File: config.mk
export PLATFORM = sky130hd
export DESIGN_NAME = bcs_clock_ctl
export DESIGN_NICKNAME = d
export VERILOG_FILES = /design/src/rtl/bcs_pkg.sv /design/src/rtl/bcs_div_if.sv /design/src/rtl/bcs_clock_ctl.sv /design/src/rtl/bcs_aux_div.sv
export SDC_FILE = /design/constraint.sdc
export NUM_CORES = 1
export LEC_CHECK = 0
export ABC_AREA = 1
export BUFFER_PORTS_ARGS = -buffer_cell sky130_fd_sc_hd__buf_2
export CAP_MARGIN = 40
export CORE_ASPECT_RATIO = 0.9
export CORE_MARGIN = 10
export CORE_UTILIZATION = 30
export DETAILED_ROUTE_END_ITERATION = 10
export PLACE_DENSITY = 0.58
export SETUP_SLACK_MARGIN = 0.3
export SYNTH_ARGS = -nofsm -noshare
export SYNTH_HDL_FRONTEND = slang
export SYNTH_SLANG_ARGS = --single-unit
File: constraint.sdc
create_clock -name i_ref_clk -period 1.45 [get_ports i_ref_clk]
set_input_delay 0.145 -clock i_ref_clk [delete_from_list [all_inputs] [get_ports i_ref_clk]]
set_output_delay 0.145 -clock i_ref_clk [all_outputs]
set_load 0.005 [all_outputs]
File: src/rtl/bcs_pkg.sv
// How it works
// (RL1) software waits one aux period before state three
// (RL2) divider readback returns last written value
// (RL3) settling wait only before first state three
// (RL4) fault moves main clock to internal oscillator
// (RL5) fault moves watchdog clock to internal oscillator
// (RL6) lowering past 13 steps through 13 first
// (RL7) listed range changes may be direct
// (RL8) raising past 13 steps through 7 first; the testbench goes through 7 only when it starts below 12
// (RL9) at range 15 go to 7 before tuning
// (RL10) range select resets to 7
// (RL11) startup: clear tuning, load control, load tuning
// (RL12) single range steps avoid oscillator dead time
// (RL13) bypass mode needs both pin selects set
// (RL14) fault flag blocks crystal as main clock
// (RL15) pin seven select disables gpio, enables trigger
// (RL16) fault flag sticky until cleared without fault
package bcs_pkg;
  localparam int RANGE_W = 4;
  localparam int DIV_W = 2;
  localparam int TAP_W = 3;
  localparam int MOD_W = 5;
  localparam logic [RANGE_W-1:0] RANGE_RESET = 4'h7;
  localparam logic [DIV_W-1:0] DIV_RESET = 2'h0;
  localparam logic [TAP_W-1:0] TAP_RESET = 3'h3;
  localparam logic [MOD_W-1:0] MOD_RESET = 5'h00;
  localparam logic [3:0] DIV_ONE_HOT_BASE = 4'h1;
  // main clock source selections
  typedef enum logic [1:0] {
    BCS_MSRC_OSC,
    BCS_MSRC_AUX
  } bcs_msrc_t;
  typedef enum logic [1:0] {
    BCS_AUX_CRYSTAL,
    BCS_AUX_VLP
  } bcs_aux_t;
endpackage

File: src/rtl/bcs_div_if.sv
`timescale 1ns/1ps
interface bcs_div_if;
  logic [bcs_pkg::DIV_W-1:0] req_div;
  logic aux_tick;
  logic [bcs_pkg::DIV_W-1:0] applied_div;
  logic aux_en;
  modport ctl (output req_div, output aux_tick, input applied_div, input aux_en);
  modport div (input req_div, input aux_tick, output applied_div, output aux_en);
endinterface

File: src/rtl/bcs_clock_ctl.sv
`timescale 1ns/1ps
module bcs_clock_ctl (
  input wire logic i_ref_clk,
  input wire logic i_rstn,
  input wire logic i_crystal_tick,
  input wire logic i_vlp_tick,
  input wire logic i_fault_detect,
  input wire logic i_sleep3,
  input wire logic i_aux_src_vlp,
  input wire logic i_main_from_aux,
  input wire logic i_wdog_from_aux,
  input wire logic i_ctl_we,
  input wire logic [bcs_pkg::RANGE_W-1:0] i_range_wdata,
  input wire logic [bcs_pkg::DIV_W-1:0] i_div_wdata,
  input wire logic i_tune_we,
  input wire logic [bcs_pkg::TAP_W-1:0] i_tap_wdata,
  input wire logic [bcs_pkg::MOD_W-1:0] i_mod_wdata,
  input wire logic i_fault_clr,
  input wire logic i_pin6_sel_we,
  input wire logic i_pin6_sel_wdata,
  input wire logic i_pin7_sel_we,
  input wire logic i_pin7_sel_wdata,
  output logic [bcs_pkg::RANGE_W-1:0] o_oscillator_range_select,
  output logic [bcs_pkg::DIV_W-1:0] o_aux_clock_divider,
  output logic [bcs_pkg::DIV_W-1:0] o_aux_div_applied,
  output logic [bcs_pkg::TAP_W-1:0] o_oscillator_tap_select,
  output logic [bcs_pkg::MOD_W-1:0] o_oscillator_modulation,
  output logic o_oscillator_fault_flag,
  output logic o_main_on_aux,
  output logic o_wdog_on_aux,
  output logic o_aux_en,
  output logic o_port_two_bit_six_function_select,
  output logic o_port_two_bit_seven_function_select,
  output logic o_pin7_gpio_en,
  output logic o_pin7_schmitt_en
);
  logic xt_s1_q, xt_s2_q, xt_s3_q;
  logic vl_s1_q, vl_s2_q, vl_s3_q;
  logic fd_s1_q, fd_s2_q;
  logic [bcs_pkg::RANGE_W-1:0] range_q, range_d;
  logic [bcs_pkg::DIV_W-1:0] div_q, div_d;
  logic [bcs_pkg::TAP_W-1:0] tap_q, tap_d;
  logic [bcs_pkg::MOD_W-1:0] mod_q, mod_d;
  logic fault_q, fault_d;
  logic main_aux_q, main_aux_d;
  logic wdog_aux_q, wdog_aux_d;
  logic sel6_q, sel6_d, sel7_q, sel7_d;
  logic gpio7_q, gpio7_d, trig7_q, trig7_d;
  logic div_tick, crystal_fault, crystal_in_use;

  bcs_div_if dbus ();

  bcs_aux_div u_div (
    .i_ref_clk(i_ref_clk),
    .i_rstn(i_rstn),
    .i_sleep3(i_sleep3),
    .bus(dbus)
  );

  // pin-domain inputs are synchronised before any edge detection
  always_ff @(posedge i_ref_clk) begin
    if (!i_rstn) begin
      xt_s1_q <= 1'b0;
      xt_s2_q <= 1'b0;
      xt_s3_q <= 1'b0;
      vl_s1_q <= 1'b0;
      vl_s2_q <= 1'b0;
      vl_s3_q <= 1'b0;
      fd_s1_q <= 1'b0;
      fd_s2_q <= 1'b0;
    end else begin
      xt_s1_q <= i_crystal_tick;
      xt_s2_q <= xt_s1_q;
      xt_s3_q <= xt_s2_q;
      vl_s1_q <= i_vlp_tick;
      vl_s2_q <= vl_s1_q;
      vl_s3_q <= vl_s2_q;
      fd_s1_q <= i_fault_detect;
      fd_s2_q <= fd_s1_q;
    end
  end

  assign div_tick = i_aux_src_vlp ? (vl_s2_q & ~vl_s3_q) : (xt_s2_q & ~xt_s3_q);
  assign dbus.req_div = div_q;
  assign dbus.aux_tick = div_tick;
  // detector only counts while the crystal feeds the aux clock
  assign crystal_in_use = !i_aux_src_vlp;
  assign crystal_fault = fd_s2_q && crystal_in_use;

  always_comb begin
    range_d = range_q;
    div_d = div_q;
    tap_d = tap_q;
    mod_d = mod_q;
    sel6_d = sel6_q;
    sel7_d = sel7_q;
    fault_d = fault_q;
    // (RL2) divider readback holds written value
    if (i_ctl_we) begin
      range_d = i_range_wdata;
      div_d = i_div_wdata;
    end
    if (i_tune_we) begin
      tap_d = i_tap_wdata;
      mod_d = i_mod_wdata;
    end
    if (i_pin6_sel_we) begin
      sel6_d = i_pin6_sel_wdata;
    end
    if (i_pin7_sel_we) begin
      sel7_d = i_pin7_sel_wdata;
    end
    // (RL16) sticky fault, set beats clear
    if (i_fault_clr) begin
      fault_d = 1'b0;
    end
    if (crystal_fault) begin
      fault_d = 1'b1;
    end
    // (RL15) pin seven function select
    gpio7_d = !sel7_d;
    trig7_d = sel7_d;
    // (RL4) (RL14) main clock failsafe
    main_aux_d = i_main_from_aux && !(crystal_in_use && fault_d);
    // (RL5) watchdog clock failsafe
    wdog_aux_d = i_wdog_from_aux && !(crystal_in_use && fault_d);
  end

  always_ff @(posedge i_ref_clk) begin
    // (RL10) range resets to its default
    if (!i_rstn) begin
      range_q <= bcs_pkg::RANGE_RESET;
      div_q <= bcs_pkg::DIV_RESET;
      tap_q <= bcs_pkg::TAP_RESET;
      mod_q <= bcs_pkg::MOD_RESET;
      fault_q <= 1'b0;
      main_aux_q <= 1'b0;
      wdog_aux_q <= 1'b0;
      sel6_q <= 1'b0;
      sel7_q <= 1'b0;
      gpio7_q <= 1'b1;
      trig7_q <= 1'b0;
    end else begin
      range_q <= range_d;
      div_q <= div_d;
      tap_q <= tap_d;
      mod_q <= mod_d;
      fault_q <= fault_d;
      main_aux_q <= main_aux_d;
      wdog_aux_q <= wdog_aux_d;
      sel6_q <= sel6_d;
      sel7_q <= sel7_d;
      gpio7_q <= gpio7_d;
      trig7_q <= trig7_d;
    end
  end

  logic [bcs_pkg::DIV_W-1:0] applied_q;
  logic aux_en_q;
  always_ff @(posedge i_ref_clk) begin
    if (!i_rstn) begin
      applied_q <= bcs_pkg::DIV_RESET;
      aux_en_q <= 1'b0;
    end else begin
      applied_q <= dbus.applied_div;
      aux_en_q <= dbus.aux_en;
    end
  end

  assign o_oscillator_range_select = range_q;
  assign o_aux_clock_divider = div_q;
  assign o_aux_div_applied = applied_q;
  assign o_oscillator_tap_select = tap_q;
  assign o_oscillator_modulation = mod_q;
  assign o_oscillator_fault_flag = fault_q;
  assign o_main_on_aux = main_aux_q;
  assign o_wdog_on_aux = wdog_aux_q;
  assign o_aux_en = aux_en_q;
  assign o_port_two_bit_six_function_select = sel6_q;
  assign o_port_two_bit_seven_function_select = sel7_q;
  assign o_pin7_gpio_en = gpio7_q;
  assign o_pin7_schmitt_en = trig7_q;

  AST_RANGE_RESET: assert property (@(posedge i_ref_clk) // RL10
    $rose(i_rstn) |-> o_oscillator_range_select == bcs_pkg::RANGE_RESET)
    else $error("range not default after reset");
  AST_DIV_READBACK: assert property (@(posedge i_ref_clk) disable iff (!i_rstn) // RL2
    i_ctl_we |=> o_aux_clock_divider == $past(i_div_wdata))
    else $error("divider readback wrong");
  AST_FAULT_SET: assert property (@(posedge i_ref_clk) disable iff (!i_rstn) // RL16
    (i_fault_detect && !i_aux_src_vlp) [*3] |=> o_oscillator_fault_flag)
    else $error("fault flag not set");
  AST_FAULT_STICKY: assert property (@(posedge i_ref_clk) disable iff (!i_rstn) // RL16
    (o_oscillator_fault_flag && !i_fault_clr) |=> o_oscillator_fault_flag)
    else $error("fault flag dropped");
  AST_MAIN_FAILSAFE: assert property (@(posedge i_ref_clk) disable iff (!i_rstn) // RL4
    (fault_q && !i_fault_clr && !i_aux_src_vlp) |=> !o_main_on_aux)
    else $error("main clock stayed on crystal");
  AST_MAIN_BLOCK: assert property (@(posedge i_ref_clk) disable iff (!i_rstn) // RL14
    (o_main_on_aux && !i_aux_src_vlp) |-> !$past(fault_d))
    else $error("crystal used as main during fault");
  AST_WDOG_FAILSAFE: assert property (@(posedge i_ref_clk) disable iff (!i_rstn) // RL5
    (fault_q && !i_fault_clr && !i_aux_src_vlp) |=> !o_wdog_on_aux)
    else $error("watchdog stayed on crystal");
  AST_PIN7_FUNC: assert property (@(posedge i_ref_clk) disable iff (!i_rstn) // RL15
    o_pin7_schmitt_en == o_port_two_bit_seven_function_select &&
    o_pin7_gpio_en != o_pin7_schmitt_en)
    else $error("pin seven function wrong");
  AST_FAULT_CLEAR: assert property (@(posedge i_ref_clk) disable iff (!i_rstn) // RL16
    (i_fault_clr && !fd_s2_q) |=> !o_oscillator_fault_flag)
    else $error("fault flag not cleared");
  AST_WDOG_BLOCK: assert property (@(posedge i_ref_clk) disable iff (!i_rstn) // RL5
    (o_oscillator_fault_flag && !$past(i_aux_src_vlp)) |-> !o_wdog_on_aux)
    else $error("watchdog on crystal during fault");

  COV_FAULT: cover property (@(posedge i_ref_clk) $rose(o_oscillator_fault_flag));
  COV_MAIN_SWITCH: cover property (@(posedge i_ref_clk) $fell(o_main_on_aux));
  COV_DIV_APPLY: cover property (@(posedge i_ref_clk) $changed(o_aux_div_applied));
  COV_WDOG_SWITCH: cover property (@(posedge i_ref_clk) $fell(o_wdog_on_aux));
  COV_FLAG_CLEAR: cover property (@(posedge i_ref_clk) $fell(o_oscillator_fault_flag));
endmodule

File: src/rtl/bcs_aux_div.sv
`timescale 1ns/1ps
module bcs_aux_div (
  input wire logic i_ref_clk,
  input wire logic i_rstn,
  input wire logic i_sleep3,
  bcs_div_if.div bus
);
  logic [bcs_pkg::DIV_W-1:0] applied_q, applied_d;
  logic [7:0] cnt_q, cnt_d;
  logic en_q, en_d;
  logic [7:0] lim;

  // the request is applied on an aux edge; while in sleep a pending change is held back until sleep ends
  always_comb begin
    applied_d = applied_q;
    cnt_d = cnt_q;
    en_d = 1'b0;
    lim = 8'((1 << applied_q) - 1);
    if (bus.aux_tick) begin
      if (i_sleep3 && bus.req_div != applied_q) begin
        applied_d = applied_q;
      end else begin
        applied_d = bus.req_div;
      end
      if (cnt_q >= lim) begin
        cnt_d = 8'h00;
        en_d = 1'b1;
      end else begin
        cnt_d = 8'(cnt_q + 8'h01);
      end
    end
  end

  always_ff @(posedge i_ref_clk) begin
    if (!i_rstn) begin
      applied_q <= bcs_pkg::DIV_RESET;
      cnt_q <= 8'h00;
      en_q <= 1'b0;
    end else begin
      applied_q <= applied_d;
      cnt_q <= cnt_d;
      en_q <= en_d;
    end
  end

  assign bus.applied_div = applied_q;
  assign bus.aux_en = en_q;
endmodule

# ---- Word level (Yosys, flattened, before mapping)
# Index checks and enable logic that the tools add are counted.
dict set report op_classes {
  eq_ne 1
  n_shift 1
  bitwise_logic 5
  add_sub_neg 2
  mux 6
  n_reduce_logical 10
  n_lt_le_gt_ge 1
}
# op count
set op_table {}
lappend op_table {{adder 8 x 1 -> 8 bit, second input constant} 1}
lappend op_table {{>= comparator 8 bit} 1}
lappend op_table {{2-to-1 mux 8 bit} 1}
lappend op_table {{<< shifter 1 x 2 -> 8 bit, first input constant} 1}
lappend op_table {{subtractor 8 x 2 -> 8 bit, second input constant} 1}
lappend op_table {{logical AND 1 bit} 5}
lappend op_table {{2-to-1 mux 1 bit} 5}
lappend op_table {{AND reduction 2 bit} 2}
lappend op_table {{zero test 1 bit} 3}
lappend op_table {{inverter 1 bit} 3}
lappend op_table {{bitwise AND 1 bit} 2}
lappend op_table {{!= test 2 bit} 1}
dict set report totals {
  ff_bits 42
  out_inout_bits 24
  elab_cells 49
}

# ---- Depth between registers and ports, before layout
dict set report depth {
  ltp_word 6
  mapped_depth 10
}

# ---- By module
# From an unflattened synthesis, not the netlist that was laid out.
dict set report unflattened {
  cells_unflattened 203
  hier_area_um2 1601.5
}
# module area_per_inst_um2 instances seq_area_each_um2 cells_per_inst
set modules_own_cells {}
lappend modules_own_cells {bcs_clock_ctl 1023.5 1 620.6 123}
lappend modules_own_cells {bcs_aux_div 578.1 1 220.2 80}

# ---- Worst setup path after synthesis
# Ideal clock, no wire load.
dict set report synth_path {
  path_type {reg2reg}
  from {register u_div.applied_q, in the netlist u_div.bus.applied_div[0]}
  to {register u_div.cnt_q[0]}
  stages_incl_launch_ff 10
  t_arrival_ns 1.341
  setup_slack_ns 0.044
  required_time_ns 1.385
  cell_sequence {dfxtp_1 > or2_2 > ha_1 > nand2_1 > inv_1 > nand2_1 > nand4_1 > nand2_1 > nand2_1 > nor2_1}
}
dict set report synth_between {
  elab_chain_len 4
}
# element line
set synth_rtl {}
lappend synth_rtl {{from (decl)} bcs_aux_div.sv:8} ;# logic [bcs_pkg::DIV_W-1:0] applied_q, applied_d;
lappend synth_rtl {{from (signal assigned)} bcs_aux_div.sv:36} ;# applied_q <= bcs_pkg::DIV_RESET;
lappend synth_rtl {{from (signal assigned)} bcs_aux_div.sv:40} ;# applied_q <= applied_d;
lappend synth_rtl {{<< shifter 1 x 2 -> 8 bit} bcs_aux_div.sv:18} ;# lim = 8'((1 << applied_q) - 1);
lappend synth_rtl {{subtractor 8 x 2 -> 8 bit} bcs_aux_div.sv:18}
lappend synth_rtl {{>= comparator 8 bit} bcs_aux_div.sv:25} ;# if (cnt_q >= lim) begin
lappend synth_rtl {{2-to-1 mux 8 bit} bcs_aux_div.sv:25}
lappend synth_rtl {{to (signal assigned)} bcs_aux_div.sv:41} ;# cnt_q <= cnt_d;
lappend synth_rtl {{to (decl)} bcs_aux_div.sv:9} ;# logic [7:0] cnt_q, cnt_d;
# No other way between the ends.
# A chain may end at the register's enable or synchronous reset.

# ---- Final worst setup path
# Same ends and word-level chain as after synthesis.

==> metrics <==
run status finished clean; Clock Latency Late Sink 0.29 ns; Cells after Synth 209; layout cells sized above 1 33.2%; Reg2Reg Depth 9; post-synthesis net count 244; library cells used by synthesis 23; grt peak-use layer met2; sequential fraction of the synthesis area 51.5%; Post-synth EDFFs 0; Post-Place Cell Area 2000 um^2; initial core utilization 31.1%; Synth area leaders dfxtp_1 51%, nand2_1 10%, inv_1 7.1%; top cell type's share of synthesized area 51.5%; Sink Count 42; GR Util met1 9.14%; Antenna Nets Post-Route 0; IR Drop Worst-Case VDD 0.438 mV; die height 90.0 um; CTS Buf Count 5; vias in the first global route 1380; CTS Hold Bufs 0; synth warn 0; Nets 305; HP Start i_crystal_tick; GPL Wtd Cong 0.733; RR Endpoint u_div.cnt_q[0]; DIE AREA 8800 um^2; met2 Use GR 12.4%; Reg clk slew, reported paths 0.08 ns; maximum fanout along the worst path 5; area delta synth->final 32.8%; CP required 1.64 ns; placement row count 25; P_leak 1.13 nW; Vias 1372; RR Startpoint u_div.bus.applied_div[0]; global route total overflow 0; Slew Viols, Final 0; diode count 0; Seq cells post-synth 42; final period utilization 96.1%; fin crit period 1.39 ns; Post-synth ARST share 0%; post-layout util 41.3%; clk_skew 0.00245 ns; final-report setup violation count 0; Netlist Area Pre-Place 1630 um^2; drt total wl 3730 um; CTS max path bufs 2; Worst Hold Endpoint xt_s1_q; Arrival @ worst endpoint 1.58 ns; Startpoint Class flop; most frequent cell after synthesis nand2_1; syn_area_per_cell 7.82 um^2; final hold viol count 0; die width 97.8 um; Initial DRT Pass Iterations 3; Fmax achieved 718 MHz; clk root buf clkbuf_8; Power Dens Cells 1130 nW/um^2; CTS tree done; DRC viols 0; RSZ-0062 raised after global routing yes; largest net degree at the start of global routing 23; via-per-instance ratio 4.06; grt met3 use 6.66%; hold crit path type input port to flop; Fillers 557; Primary FF master, synth dfxtp_1; Hold Path Stages 3; finished layout cell area 2170 um^2; CP startpoint u_div.bus.applied_div[0]; maximum level of the CTS H-tree 2; CP Class flop to flop; Reg2Reg Setup Slack 0.06 ns; initial antenna violation count 0; crit path capture type flop; largest area contributor in the synthesized netlist dfxtp_1; first-pass GRT wire length 6200 um; Post-synth top cells 45 x nand2_1, 42 x dfxtp_1, 31 x inv_1; port bufs 53; WL/cell 11.0 um; total core area 5260 um^2; Top Ports 54; max_cap viols 0; All-Layer GR Usage 8.41%; Starting DRT DRC Count 31; hpwl dp 2770 um
## placed cells by master (no fill, tap or decap)
| cell | netlist | routed |
|---|---|---|
| xor2_1 | 3 | 3 |
| or2_4 | 0 | 1 |
| nor3_1 | 3 | 3 |
| nand4_1 | 3 | 3 |
| dfxtp_4 | 0 | 2 |
| a21oi_1 | 6 | 6 |
| ha_4 | 0 | 2 |
| inv_1 | 31 | 29 |
| conb_1 | 1 | 1 |
| ha_1 | 5 | 3 |
| nor3_2 | 1 | 1 |
| nand3_2 | 2 | 2 |
| inv_2 | 6 | 8 |
| nand3_1 | 8 | 8 |
| buf_12 | 0 | 1 |
| dfxtp_1 | 42 | 40 |
| buf_4 | 1 | 6 |
| xnor2_2 | 0 | 2 |
| nand2_2 | 1 | 5 |
| buf_2 | 3 | 53 |
| nand2_1 | 45 | 41 |
| clkbuf_8 | 0 | 5 |
| clkbuf_1 | 0 | 2 |
| bufinv_16 | 0 | 1 |
| nor2_1 | 29 | 29 |
| nand2_4 | 1 | 1 |
| o21ai_1 | 12 | 12 |
| clkinv_1 | 1 | 1 |
## worst max-delay path by stage
stage	slack [ns]	depth (start not counted)	to
detailed placement	0.04	9	u_div.cnt_q[1]
global route	-0.07	10	u_div.cnt_q[1]
finish	0.06	9	u_div.cnt_q[0]
floorplan	0.13	9	u_div.cnt_q[2]
global placement	0.07	9	u_div.cnt_q[2]
CTS	0.05	9	u_div.cnt_q[0]
## per-stage QoR
step	hold slack (ns)	setup slack, ns	instances	TNS [ns]	power, mW
2_1_floorplan	0.239	0.128	209	0	1.42
3_3_place_gp	0.329	0.0650	327	0	1.53
3_5_place_dp	0.330	0.0408	327	0	1.54
4_1_cts	0.0236	0.0509	338	0	2.46
5_1_grt	0.0239	-0.0670	338	-0.313	2.59
6_report	0.0367	0.0570	338	0	2.45
## cell type report
class | count | area, um^2 | area share, %
clock inverter | 1 | 30.0 | 1.38
tap | 67 | 83.8 | 3.86
clock buffer | 7 | 76.3 | 3.52
timing repair buffer | 60 | 330 | 15.2
multi-input combinational | 123 | 658 | 30.3
inverter | 38 | 143 | 6.57
sequential | 42 | 848 | 39.1
## logic make-up after synthesis
group                      Yosys count  synth area share [%]
buffers and inverters               44                  11.5
adders and majority gates            5                  3.83
DFF                                 42                  51.5
and+or+nand+nor                     94                  24.8
AOI/OAI and AO/OA                   18                  5.51
xor gates and xnor gates             5                  2.68
other                                1                 0.229
## power by group
| part | total (mW) | switching, mW | internal (mW) |
|---|---|---|---|
| combinational | 0.304 | 0.155 | 0.149 |
| sequential | 1.24 | 0.0298 | 1.21 |
| clock | 0.905 | 0.389 | 0.515 |
## critical path, cell delays in order, from the launching register on
cell and delay (ns):
dfxtp_4 0.35, or2_4 0.25, ha_4 0.26, nand2_2 0.04, inv_2 0.03, nand2_1 0.04
nand4_1 0.08, nand2_1 0.07, nand2_2 0.11, nor2_1 0.05
## per-layer routing
metal  wire length (um)  vias to the layer above
met2               1590                       39
li1                   -                      750
met1               1640                      581
met4                 16                        0
met3                486                        2
met5                  0                        -
## state kept, by name, summed over array words and instances, names as in the netlist, 2 cells and up
name / flops
u_div.cnt_q: 8
o_oscillator_modulation: 5
o_oscillator_range_select: 4
o_oscillator_tap_select: 3
o_aux_clock_divider: 2
o_aux_div_applied: 2
u_div.bus.applied_div: 2
## what timing repair did
action,4_1_cts,5_1_grt
buffers inserted,3,0
resized for setup,2,8
pin swaps,7,9
endpoints found under the hold margin,0,0
setup endpoints to repair,6,7
Note: power is estimated with default switching activity, not from simulation.
